===== src/hw/dio_cfg.svh =====
// Purpose: offsets, field positions, reset values and timing counts for the dio block
// Assumes: 40 MHz core clock, byte addresses on the register bus
// Notes:   definitions only
`ifndef DIO_CFG_SVH
`define DIO_CFG_SVH

// ----------------------------------------
// register map (byte addresses)
// ----------------------------------------
`define DIO_LINES     6
`define OFS_LINE_BASE 8'h00
`define OFS_LINE_LAST 8'h14
`define OFS_MODE      8'h18
`define OFS_PINS      8'h1c
`define OFS_STAT      8'h20

// ----------------------------------------
// fields
// ----------------------------------------
`define FLD_CFG_LSB   0
`define FLD_CFG_MSB   5
`define FLD_MODE_LSB  0
`define FLD_MODE_MSB  1
`define FLD_TRIG_LSB  2
`define FLD_TRIG_MSB  3
`define FLD_REJECT    0

// ----------------------------------------
// reset values
// ----------------------------------------
`define RST_CFG_HW    6'h00
`define RST_CFG_SW    6'h03
`define RST_MODE      2'h0
`define RST_TRIG      2'h0

// ----------------------------------------
// timing
// ----------------------------------------
`define CLK_KHZ       40000
`define PULSE_NS      10000
`define PULSE_CYC     9'((`PULSE_NS * `CLK_KHZ) / 1000000)

`endif


===== src/hw/dio_pkg.sv =====
// Purpose: types shared by the dio block
// Assumes: nothing beyond the cfg header
// Notes:   action codes of value zero are the per-function defaults
package dio_pkg;

  // ----------------------------------------
  // line configuration
  // ----------------------------------------
  typedef enum logic [1:0] {
    fn_hardwired = 2'h0,
    fn_event_in  = 2'h1,
    fn_event_out = 2'h2,
    fn_software  = 2'h3
  } func_t;

  typedef enum logic {
    edge_rise = 1'h0,
    edge_fall = 1'h1
  } edge_t;

  typedef enum logic [2:0] {
    in_enable_source_output  = 3'h0,
    in_disable_source_output = 3'h1,
    in_begin_sequence        = 3'h2,
    in_halt_sequence         = 3'h3
  } in_act_t;

  typedef enum logic [2:0] {
    out_fixed_high_level      = 3'h0,
    out_fixed_low_level       = 3'h1,
    out_battery_full          = 3'h2,
    out_battery_depleted      = 3'h3,
    out_regulation_mode_flag  = 3'h4,
    out_sequence_finished     = 3'h5,
    out_source_state_flag     = 3'h6
  } out_act_t;

  typedef enum logic [2:0] {
    sw_software_read_pin   = 3'h0,
    sw_software_drive_high = 3'h1,
    sw_software_drive_low  = 3'h2
  } sw_act_t;

  typedef enum logic [1:0] {
    mode_plain             = 2'h0,
    battery_emulation_mode = 2'h1,
    cell_tester_mode       = 2'h2
  } mode_t;

  typedef enum logic [1:0] {
    trig_rise   = 2'h0,
    trig_fall   = 2'h1,
    trig_either = 2'h2
  } trig_sel_t;

  typedef struct packed {
    edge_t       pol;
    logic [2:0]  act;
    func_t       func;
  } line_cfg_t;

  // ----------------------------------------
  // carriers
  // ----------------------------------------
  typedef struct packed {
    logic        read;
    logic        write;
    logic [7:0]  address;
    logic [3:0]  byteenable;
    logic [31:0] writedata;
  } avl_req_t;

  typedef struct packed {
    logic enable_source_output;
    logic disable_source_output;
    logic begin_sequence;
    logic halt_sequence;
  } in_pulse_t;

endpackage


===== src/hw/digital_io_line_config.sv =====
// Purpose: six-line digital i/o port with per-line function and edge setup
// Assumes: status inputs are on core_clk_i; pins are asynchronous
// Notes:   Avalon-MM slave, one wait cycle per access
// Notes on behaviour
// - six lines, index one to six, each with own function and edge
// - reset: lines 1 and 3 hardwired, others software read of the pin
// - hardwired function accepted only on lines 1 and 3
// - hardwired line 1 is a trigger input on rise, fall or either edge
// - hardwired line 3 pulses 10 us on protection trip or reversed sense
// - event input on lines 2,4,5,6: enable, disable, begin, halt (begin and halt accepted only while in cell tester mode); default enable
// - event output on lines 2,4,5,6: conditions or fixed level; default high
// - battery full and depleted outputs accepted only while in battery emulation mode
// - regulation mode and sequence finished outputs accepted only while in cell tester mode
// - software function on every line: drive high, drive low, read pin
// - per-line edge polarity, default rising, for event input and output
//
// The Avalon-MM slave port and the address map were decided locally.
`include "dio_cfg.svh"

module digital_io_line_config (
  input  wire logic                core_clk_i,
  input  wire logic                srst_i,
  input  wire dio_pkg::avl_req_t   avl_i,
  output logic [31:0]              avl_readdata_o,
  output logic                     avl_waitrequest_o,
  input  wire logic                protection_trip_i,
  input  wire logic                sense_reversed_i,
  input  wire logic                battery_full_i,
  input  wire logic                battery_depleted_i,
  input  wire logic                regulation_mode_flag_i,
  input  wire logic                sequence_done_i,
  input  wire logic                source_state_flag_i,
  input  wire logic [5:0]          pin_i,
  output logic [5:0]               pin_o,
  output logic [5:0]               pin_oe_o,
  output logic                     trigger_pulse_o,
  output dio_pkg::in_pulse_t       in_pulse_o
);
  import dio_pkg::*;

  // ----------------------------------------
  // state
  // ----------------------------------------
  line_cfg_t  line_cfg [6];
  mode_t      op_mode;
  trig_sel_t  trig_sel;
  logic       reject;
  logic [5:0] pin_now;
  logic [5:0] pin_prev;
  logic [5:0] pin_rise;
  logic [5:0] pin_fall;
  logic       trip_prev;
  logic       prot_on;
  logic [8:0] prot_cnt;
  logic       acc_w;
  logic       acc_r;
  logic [2:0] widx;
  logic       cfg_hit;
  line_cfg_t  wcfg;
  logic       cfg_ok;
  in_pulse_t  next_in_pulse;

  // ----------------------------------------
  // functions
  // ----------------------------------------
  function automatic logic cfg_legal(input logic [2:0] idx, input line_cfg_t c,
                                     input mode_t m);
    logic hw_line;
    hw_line = (idx == 3'h0) || (idx == 3'h2);
    cfg_legal = 1'b0;
    case (c.func)
      fn_hardwired: cfg_legal = hw_line;
      fn_event_in: begin
        if (!hw_line && c.act <= in_halt_sequence) begin
          cfg_legal = (c.act < in_begin_sequence) || (m == cell_tester_mode);
        end
      end
      fn_event_out: begin
        if (!hw_line && c.act <= out_source_state_flag) begin
          if (c.act == out_battery_full || c.act == out_battery_depleted) begin
            cfg_legal = (m == battery_emulation_mode);
          end else if (c.act == out_regulation_mode_flag
                       || c.act == out_sequence_finished) begin
            cfg_legal = (m == cell_tester_mode);
          end else begin
            cfg_legal = 1'b1;
          end
        end
      end
      default: cfg_legal = (c.act <= sw_software_drive_low);
    endcase
  endfunction

  function automatic logic active_edge(input edge_t p, input logic r, input logic f);
    active_edge = (p == edge_rise) ? r : f;
  endfunction

  // ----------------------------------------
  // bus slave
  // ----------------------------------------
  assign acc_w   = avl_i.write && !avl_waitrequest_o;
  assign acc_r   = (avl_i.read || avl_i.write) && avl_waitrequest_o;
  assign widx    = avl_i.address[4:2];
  assign cfg_hit = (avl_i.address <= `OFS_LINE_LAST) && (avl_i.address[1:0] == 2'h0);
  assign wcfg    = line_cfg_t'(avl_i.writedata[`FLD_CFG_MSB:`FLD_CFG_LSB]);
  assign cfg_ok  = cfg_legal(widx, wcfg, op_mode);

  // one wait cycle, then the answer; keeps the read mux out of the bus path
  always_ff @(posedge core_clk_i) begin
    if (srst_i) begin
      avl_waitrequest_o <= 1'b1;
    end else if (acc_r) begin
      avl_waitrequest_o <= 1'b0;
    end else begin
      avl_waitrequest_o <= 1'b1;
    end
  end

  always_ff @(posedge core_clk_i) begin
    if (srst_i) begin
      avl_readdata_o <= 32'h0000_0000;
    end else if (acc_r) begin
      if (cfg_hit) begin
        avl_readdata_o <= {26'h0, line_cfg[widx]};
      end else if (avl_i.address == `OFS_MODE) begin
        avl_readdata_o <= {28'h0, trig_sel, op_mode};
      end else if (avl_i.address == `OFS_PINS) begin
        avl_readdata_o <= {26'h0, pin_now};
      end else if (avl_i.address == `OFS_STAT) begin
        avl_readdata_o <= {31'h0, reject};
      end else begin
        avl_readdata_o <= 32'h0000_0000;
      end
    end
  end

  // ----------------------------------------
  // configuration registers
  // ----------------------------------------
  always_ff @(posedge core_clk_i) begin
    if (srst_i) begin
      for (int i = 0; i < 6; i++) begin
        line_cfg[i] <= (i == 0 || i == 2) ? `RST_CFG_HW : `RST_CFG_SW;
      end
    end else if (acc_w && cfg_hit && avl_i.byteenable[0] && cfg_ok) begin
      line_cfg[widx] <= wcfg;
    end
  end

  // mode changes leave lines alone; the gate acts when a line is written
  always_ff @(posedge core_clk_i) begin
    if (srst_i) begin
      op_mode  <= mode_t'(`RST_MODE);
      trig_sel <= trig_sel_t'(`RST_TRIG);
    end else if (acc_w && avl_i.address == `OFS_MODE && avl_i.byteenable[0]
                 && avl_i.writedata[`FLD_MODE_MSB:`FLD_MODE_LSB] != 2'h3
                 && avl_i.writedata[`FLD_TRIG_MSB:`FLD_TRIG_LSB] != 2'h3) begin
      op_mode  <= mode_t'(avl_i.writedata[`FLD_MODE_MSB:`FLD_MODE_LSB]);
      trig_sel <= trig_sel_t'(avl_i.writedata[`FLD_TRIG_MSB:`FLD_TRIG_LSB]);
    end
  end

  // sticky reject flag, write one to clear; a new reject wins over the clear
  always_ff @(posedge core_clk_i) begin
    if (srst_i) begin
      reject <= 1'b0;
    end else if (acc_w && cfg_hit && avl_i.byteenable[0] && !cfg_ok) begin
      reject <= 1'b1;
    end else if (acc_w && avl_i.address == `OFS_STAT
                 && avl_i.writedata[`FLD_REJECT]) begin
      reject <= 1'b0;
    end
  end

  // ----------------------------------------
  // pin sampling
  // ----------------------------------------
  dio_pin_sync u_sync (
    .core_clk_i (core_clk_i),
    .srst_i     (srst_i),
    .pin_i      (pin_i),
    .stable_o   (pin_now)
  );

  always_ff @(posedge core_clk_i) begin
    if (srst_i) begin
      pin_prev <= 6'h00;
    end else begin
      pin_prev <= pin_now;
    end
  end

  assign pin_rise = pin_now & ~pin_prev;
  assign pin_fall = ~pin_now & pin_prev;

  // ----------------------------------------
  // line 1 trigger and event inputs
  // ----------------------------------------
  always_ff @(posedge core_clk_i) begin
    if (srst_i) begin
      trigger_pulse_o <= 1'b0;
    end else if (line_cfg[0].func == fn_hardwired) begin
      case (trig_sel)
        trig_rise: trigger_pulse_o <= pin_rise[0];
        trig_fall: trigger_pulse_o <= pin_fall[0];
        default:   trigger_pulse_o <= pin_rise[0] | pin_fall[0];
      endcase
    end else begin
      trigger_pulse_o <= 1'b0;
    end
  end

  always_comb begin
    next_in_pulse = '0;
    for (int i = 0; i < 6; i++) begin
      if (line_cfg[i].func == fn_event_in
          && active_edge(line_cfg[i].pol, pin_rise[i], pin_fall[i])) begin
        case (line_cfg[i].act)
          in_enable_source_output:  next_in_pulse.enable_source_output  = 1'b1;
          in_disable_source_output: next_in_pulse.disable_source_output = 1'b1;
          in_begin_sequence:        next_in_pulse.begin_sequence        = 1'b1;
          default:                  next_in_pulse.halt_sequence         = 1'b1;
        endcase
      end
    end
  end

  always_ff @(posedge core_clk_i) begin
    if (srst_i) begin
      in_pulse_o <= '0;
    end else begin
      in_pulse_o <= next_in_pulse;
    end
  end

  // ----------------------------------------
  // protection pulse on line 3
  // ----------------------------------------
  // one pulse per trip; trips during a pulse are not stretched
  always_ff @(posedge core_clk_i) begin
    if (srst_i) begin
      trip_prev <= 1'b0;
      prot_on   <= 1'b0;
      prot_cnt  <= 9'h000;
    end else begin
      trip_prev <= protection_trip_i | sense_reversed_i;
      if (prot_on) begin
        if (prot_cnt == 9'h000) begin
          prot_on <= 1'b0;
        end else begin
          prot_cnt <= prot_cnt - 9'h001;
        end
      end else if ((protection_trip_i | sense_reversed_i) && !trip_prev
                   && line_cfg[2].func == fn_hardwired) begin
        prot_on  <= 1'b1;
        prot_cnt <= `PULSE_CYC - 9'h001;
      end
    end
  end

  // ----------------------------------------
  // pin drivers
  // ----------------------------------------
  always_ff @(posedge core_clk_i) begin
    if (srst_i) begin
      pin_o    <= 6'h00;
      pin_oe_o <= 6'h00;
    end else begin
      for (int i = 0; i < 6; i++) begin
        pin_o[i]    <= 1'b0;
        pin_oe_o[i] <= 1'b0;
        case (line_cfg[i].func)
          fn_hardwired: begin
            if (i == 2) begin
              pin_o[i]    <= prot_on;
              pin_oe_o[i] <= 1'b1;
            end
          end
          fn_event_in: pin_oe_o[i] <= 1'b0;
          fn_event_out: begin
            pin_oe_o[i] <= 1'b1;
            case (line_cfg[i].act)
              out_fixed_high_level:     pin_o[i] <= 1'b1;
              out_fixed_low_level:      pin_o[i] <= 1'b0;
              out_battery_full:         pin_o[i] <= battery_full_i ^ line_cfg[i].pol;
              out_battery_depleted:     pin_o[i] <= battery_depleted_i ^ line_cfg[i].pol;
              out_regulation_mode_flag: pin_o[i] <= regulation_mode_flag_i ^ line_cfg[i].pol;
              out_sequence_finished:    pin_o[i] <= sequence_done_i ^ line_cfg[i].pol;
              default:                  pin_o[i] <= source_state_flag_i ^ line_cfg[i].pol;
            endcase
          end
          default: begin
            if (line_cfg[i].act == sw_software_drive_high) begin
              pin_o[i]    <= 1'b1;
              pin_oe_o[i] <= 1'b1;
            end else if (line_cfg[i].act == sw_software_drive_low) begin
              pin_oe_o[i] <= 1'b1;
            end
          end
        endcase
      end
    end
  end

  logic [35:0] cfg_flat;
  logic [5:0]  in_mask;
  logic [5:0]  in_mask_q;
  logic [9:0]  hi_cnt;

  always_comb begin
    for (int i = 0; i < 6; i++) begin
      cfg_flat[i*6 +: 6] = line_cfg[i];
      in_mask[i] = (line_cfg[i].func == fn_event_in)
                   || (line_cfg[i].func == fn_hardwired && i == 0)
                   || (line_cfg[i].func == fn_software
                       && line_cfg[i].act == sw_software_read_pin);
    end
  end

  always_ff @(posedge core_clk_i) begin
    in_mask_q <= in_mask;
    hi_cnt    <= prot_on ? hi_cnt + 10'h001 : 10'h000;
  end
endmodule


===== src/hw/dio_pin_sync.sv =====
// Purpose: bring the six line pins into the core clock domain
// Assumes: pins are asynchronous to core_clk_i
// Notes:   a change is taken once the second and third stages agree
module dio_pin_sync (
  input  wire logic       core_clk_i,
  input  wire logic       srst_i,
  input  wire logic [5:0] pin_i,
  output logic      [5:0] stable_o
);

  logic [5:0] s1;
  logic [5:0] s2;
  logic [5:0] s3;

  // first stage feeds only the second
  always_ff @(posedge core_clk_i) begin
    if (srst_i) begin
      s1 <= 6'h00;
      s2 <= 6'h00;
      s3 <= 6'h00;
    end else begin
      s1 <= pin_i;
      s2 <= s1;
      s3 <= s2;
    end
  end

  // per-bit agreement filter against one-cycle glitches at the third stage
  always_ff @(posedge core_clk_i) begin
    if (srst_i) begin
      stable_o <= 6'h00;
    end else begin
      for (int i = 0; i < 6; i++) begin
        if (s2[i] == s3[i]) begin
          stable_o[i] <= s3[i];
        end
      end
    end
  end

endmodule


===== config.mk =====
export PLATFORM = sky130hd
export DESIGN_NAME = digital_io_line_config
export DESIGN_NICKNAME = d
export VERILOG_FILES = /design/src/hw/dio_pkg.sv /design/src/hw/digital_io_line_config.sv /design/src/hw/dio_pin_sync.sv
export VERILOG_INCLUDE_DIRS = /design/src /design/src/hw
export SDC_FILE = /design/constraint.sdc
export NUM_CORES = 1
export LEC_CHECK = 0
export ABC_AREA = 1
export BUFFER_PORTS_ARGS = -buffer_cell sky130_fd_sc_hd__buf_2
export CORE_MARGIN = 1
export CORE_UTILIZATION = 60
export DETAILED_ROUTE_END_ITERATION = 6
export HOLD_SLACK_MARGIN = 0.12
export PLACE_DENSITY = 0.9
export SLEW_MARGIN = 20
export SYNTH_ARGS = -nofsm -noshare
export SYNTH_HDL_FRONTEND = slang
export SYNTH_HIERARCHICAL = 1
export SYNTH_SLANG_ARGS = --single-unit

===== constraint.sdc =====
create_clock -name core_clk_i -period 4.32 [get_ports core_clk_i]
set_input_delay 0.864 -clock core_clk_i [delete_from_list [all_inputs] [get_ports core_clk_i]]
set_output_delay 0.864 -clock core_clk_i [all_outputs]
set_load 0.03 [all_outputs]

==> metrics.txt, run 1 <==
Finished Layout Cells=990; row count=36; total routed wirelength=15.41 mm; gpl congestion=0.9949; # IOs=111; synth unique cells=45; Layout area overhead=14.97%; FF-to-FF setup slack=2.15 ns; All-Layer GR Usage=31.02%; hold depth=2; cells on worst reg2reg path=6; Tmin final=2.590 ns; syn_area_per_cell=7.806 um^2; clock slew at reported path FFs=0.06 ns; Final Util=71.16%; kind of critical path=primary input to flip-flop; Hold WC Path Type=flip-flop to flip-flop; port bufs=55; peak supply drop=0.4043 mV; initial antenna violation count=0; vias in the first global route=4937; synth top area cells=edfxtp_1 24%, dfxtp_1 23%, nand2_1 8.0%; nets=910; Leak=3.095 nW; Synth top area share=23.83%; Max Clk Rate=0.3861 GHz; Post-CTS Resized=0; gr ovfl total=0; commonest cells in the netlist=129 x nand2_1, 127 x nor2_1, 108 x inv_1; initial DRC count=665; asr flop ratio synth=0%; Worst Hold End=u_sync/s2[3]; cell count after placement=958; H-tree levels=4; failing checks=design-rule violations; largest area contributor in the netlist=edfxtp_1; final setup vio count=0; TritonCTS clock tree=built; CTS Buffer Depth=2; first-pass GRT wire length=24.03 mm; Die X=102.4 um; FF-to-FF Start=op_mode[0]; setup TNS=0 ns; final slew viol count=0; critical path fanouts, max=13; share of cells above drive strength 1=12.72%; Power Dens Cells=421.8 nW/um^2; status=finished with violations; CP arrival=2.73 ns; Synth Register Bits=118; Worst Max-Slew Pin Slew=0.9877 ns; CTS Root Cell=clkbuf_8; Synth warnings=6; via count=5627; final clock skew=0.006987 ns; total CTS buffers=17; Synth Instances=775; vias per std cell=5.684; Final HPWL DP=10.32 mm; Netlist Area Pre-Place=6050 um^2; crit end category=flip-flop; Final period util=59.95%; Die ar.=10490 um^2; RSZ-0062 raised after global routing=false; CP required=4.46 ns; Worst setup SP type=primary input; Relative slew margins=33.45%; core area=9774 um^2; Routed WL per cell=15.56 um; Residual DRC=12; DIE HEIGHT=102.4 um; clock sinks=118; Final Hold Viols=0; largest net degree at the start of global routing=50; First-pass DRT Iterations=7; # hold bufs at CTS=0; number of max-cap violations=0; Setup Fix Bufs, Post-CTS=0; total power=2.934 mW; most common cell in the netlist=nand2_1; ANT cells=0; hold slack=0.4010 ns; starting density of the core=61.89%; number of flops mapped to enable cells by yosys=48; RR Endpoint=line_cfg[5][3]; register area share after synthesis=46.99%; HP Start=u_sync/s1[3]; Synth Flop Type=dfxtp_1; antenna violation net count after detailed routing=0; clk_lat worst skew=0.52 ns
## power breakdown
group | switching [mW] | leakage [nW] | internal [mW]
registers | 0.0322 | 1.03 | 1.20
logic | 0.220 | 1.77 | 0.0845
clock network | 0.502 | 0.301 | 0.900
total | 0.754 | 3.09 | 2.18
## cell usage in the layout (no fill, tap or decap), drive strengths merged, types with 35 or more instances in the layout
cell type  count
a21oi         45
buf           56
conb          38
dfxtp         70
edfxtp        48
inv          113
nand2        131
nand3         65
nor2         131
o21ai         35
## metrics by stage
| step | setup WS [ns] | instance area (um^2) |
|---|---|---|
| 2_1_floorplan | 1.846 | 6188 |
| 3_3_place_gp | 1.401 | 6347 |
| 3_5_place_dp | 1.333 | 6347 |
| 4_1_cts | 1.784 | 6953 |
| 5_1_grt | 1.643 | 6955 |
| 6_report | 1.730 | 6955 |
## metal layers
layer | up-vias | global-route usage (%) | wire length [um]
li1 | 2660 | - | -
met1 | 2509 | 38.97 | 6049
met2 | 386 | 49.15 | 6960
met3 | 72 | 7.592 | 1717
met4 | 0 | 17.25 | 681
met5 | - | 0 | 0
## worst max-delay path, cell delays in order
cell     delay (ns)
buf_2          0.21
inv_1          0.35
nor2_1         0.42
nand2_1        0.08
o21ai_0        0.79
## cells by family after synthesis
| logic type | Yosys count | synth area share (%) |
|---|---|---|
| other cells | 1 | 0.06199 |
| xor+xnor | 4 | 0.5792 |
| flops | 118 | 46.99 |
| simple gates | 372 | 28.11 |
| buf+inv | 156 | 11.81 |
| fa+ha+maj | 5 | 1.034 |
| compound gates | 119 | 11.42 |
## worst max-delay path by stage
stage | startpoint | to | slack [ns]
after CTS | avl_i[40] | line_cfg[5][2] | 1.78
after detailed placement | avl_i[40] | line_cfg[5][2] | 1.33
after floorplan | avl_i[40] | line_cfg[5][0] | 1.85
after global placement | avl_i[40] | line_cfg[5][2] | 1.40
final | avl_i[40] | line_cfg[5][3] | 1.73
after global routing | avl_i[40] | line_cfg[5][2] | 1.64
## flip-flops by register name (all words and copies together), names as in the netlist, 4 cells and up
signal           count
pin_prev             6
line_cfg            48
u_sync/s1            6
pin_oe_o             6
avl_readdata_o       6
in_pulse_o           4
u_sync/s2            6
u_sync/s3            6
u_sync/stable_o      6
prot_cnt             9
pin_o                6
## cell type report
type,count,area [um^2]
Clock buffer,24,524.3
Clock inverter,8,81.33
Multi-Input combinational cell,538,2634
Timing Repair Buffer,56,282.8
Tap cell,133,166.4
Fill cell,726,2819
Sequential cell,118,2843
Inverter,113,424.2
Power figures use the tool's default switching activity.
==> inputs of run 2 (changes only) <==
Settings changed: CORE_UTILIZATION 60 to 56, PLACE_DENSITY 0.9 to 0.85.
Clock period 4.32 ns to 2.6 ns, I/O delays scaled along.
==> run 2 against run 1 <==
Sequential cell count stayed put. Final area is 1.3% higher. Hold slack worse by 0.22 ns. Critical path depth is 3 higher. Via count is 2.5% lower. Critical endpoint is now line_cfg[4][4]. The run now ends clean. Combinational power is 68% higher. Sequential power is 66% higher. Non-clock buffer count is 6 higher. Clock skew hardly changed.
==> metrics.txt, run 2 (same netlist as run 1, synthesis figures left out) <==
number of max-cap violations=0 (unchanged); Tmin final=1.924 ns; status=finished, final reports clean; CP required=2.81 ns (-1.65 ns); most common library cell in the layout ignoring fill and taps=nand2_1; CP arrival=2.14 ns (-0.59 ns); initial antenna violation count=0 (unchanged); largest net degree at the start of global routing=49 (-2.0%); setup TNS=0 ns (unchanged); row count=37 (+2.8%); port bufs=55 (unchanged); Die ar.=11220 um^2 (+7.0%); Hold WC Path Type=primary input to flip-flop; Relative slew margins=63.74% (+30 points); kind of critical path=flip-flop to flip-flop; initial DRC count=613 (-7.8%); antenna violation net count after detailed routing=0 (unchanged); nets=916 (+0.66%); commonest non-fill, non-tap cells in the layout=129 x nand2_1, 127 x nor2_1, 108 x inv_1; Setup Fix Bufs, Post-CTS=0 (unchanged); clock sinks=118 (unchanged); gr ovfl total=0 (unchanged); Largest Register=line_cfg; peak supply drop=0.4308 mV (+6.6%); RSZ-0062 raised after global routing=false; All-Layer GR Usage=28.22% (-2.8 points); final slew viol count=0 (unchanged); share of cells above drive strength 1=13.33% (+0.61 points); # hold bufs at CTS=0 (unchanged); Final Hold Viols=0 (unchanged); pre-CTS setup slack=0.3070 ns (-1.026 ns); Final period util=74.01%; Leak=3.144 nW (+1.6%); DIE HEIGHT=105.9 um (+3.4%); Worst setup SP type=flip-flop; via count=5485 (-2.5%); final clock skew=0.007253 ns (+0.0002660 ns); Post-CTS Resized=0 (unchanged); ANT cells=0 (unchanged); critical path fanouts, max=7 (-6); Final HPWL DP=10.45 mm (+1.3%); core area=10420 um^2 (+6.6%); Max Clk Rate=0.5197 GHz; # IOs=111 (unchanged); TritonCTS clock tree=built; cells on worst reg2reg path=8 (+2); Routed WL per cell=14.92 um (-4.1%); crit end category=flip-flop; Power Dens Cells=716.3 nW/um^2 (+70%); clk_lat worst skew=0.53 ns (about the same); First-pass DRT Iterations=5 (-2); hold depth=3 (+1); starting density of the core=58.08% (-3.8 points); Layout area overhead=16.53%; worst setup margin=0.6759 ns (-1.054 ns); first-pass GRT wire length=24.09 mm (+0.26%); total CTS buffers=17 (unchanged); max reg flops=48 (unchanged); final setup vio count=0 (unchanged); gpl congestion=0.9469 (-4.8%); clock slew at reported path FFs=0.06 ns (about the same); CTS Root Cell=clkbuf_8; H-tree levels=4 (unchanged); leading registers by flop count=line_cfg x48, prot_cnt x9; total routed wirelength=14.90 mm (-3.3%); CTS Buffer Depth=2 (unchanged); vias per std cell=5.490 (-3.4%); hold slack=0.1845 ns (-0.2165 ns); Residual DRC=0 (-12); Die X=105.9 um (+3.4%); Worst Max-Slew Pin Slew=0.5439 ns (-0.4439 ns); vias in the first global route=4841 (-1.9%)
[run 2: cell count changes in the layout (fill, tap and decap cells not counted), sizes merged]
cell    previous run  this run
clkinv             7         6
buf               56        62
clkbuf            24        23
inv              113       114
bufinv             1         2
[run 2: power breakdown]
group	internal, mW	switching (mW)	leakage [nW]
Sequential	1.99	0.0531	1.03
Clock	1.64	0.866	0.320
Combinational	0.147	0.363	1.80
Total	3.77	1.28	3.14
[run 2: worst paths after layout]
path                                   start        endpoint  slack (ns)
worst max-delay path              op_mode[0]  line_cfg[4][4]        0.68
worst min-delay path                pin_i[5]    u_sync/s1[5]        0.18
worst max register to register    op_mode[0]  line_cfg[4][4]        0.68
worst min register to register  u_sync/s1[2]    u_sync/s2[2]        0.40
[run 2: cell type report]
type                       instances  area [um^2]
tap                              136        170.2
multi-input combinational        538         2631
timing repair buffer              62        327.8
fill                             829         3367
inverter                         113        424.2
sequential                       118         2843
clock inverter                     9        121.4
clock buffer                      23        531.8
[run 2: per-stage QoR]
stage	instance area, um^2	cells	utilization (%)	total power [mW]
after CTS	7049	999	67.68	5.067
final	7049	999	67.68	5.050
after global routing	7049	999	67.68	5.217
after detailed placement	6396	967	61.41	2.566
after global placement	6396	967	61.41	2.556
after floorplan	6188	812	-	2.458
[run 2: worst max-delay path, stage by stage, from the launching register on]
cell and delay (ns):
dfxtp_1 0.32, inv_1 0.06, o211ai_1 0.17, nand2_1 0.09
o21ai_2 0.17, nand3_2 0.15, nor2_8 0.25, nand3_4 0.14
nand2_1 0.24
[run 2: per-layer routing]
layer | global-route usage [%] | vias up | share of wire (%)
met5 | 0 | - | 0
met4 | 13.39 | 0 | 3.9
met3 | 7.235 | 54 | 10
met2 | 43.79 | 330 | 45
met1 | 36.91 | 2427 | 41
li1 | - | 2674 | -
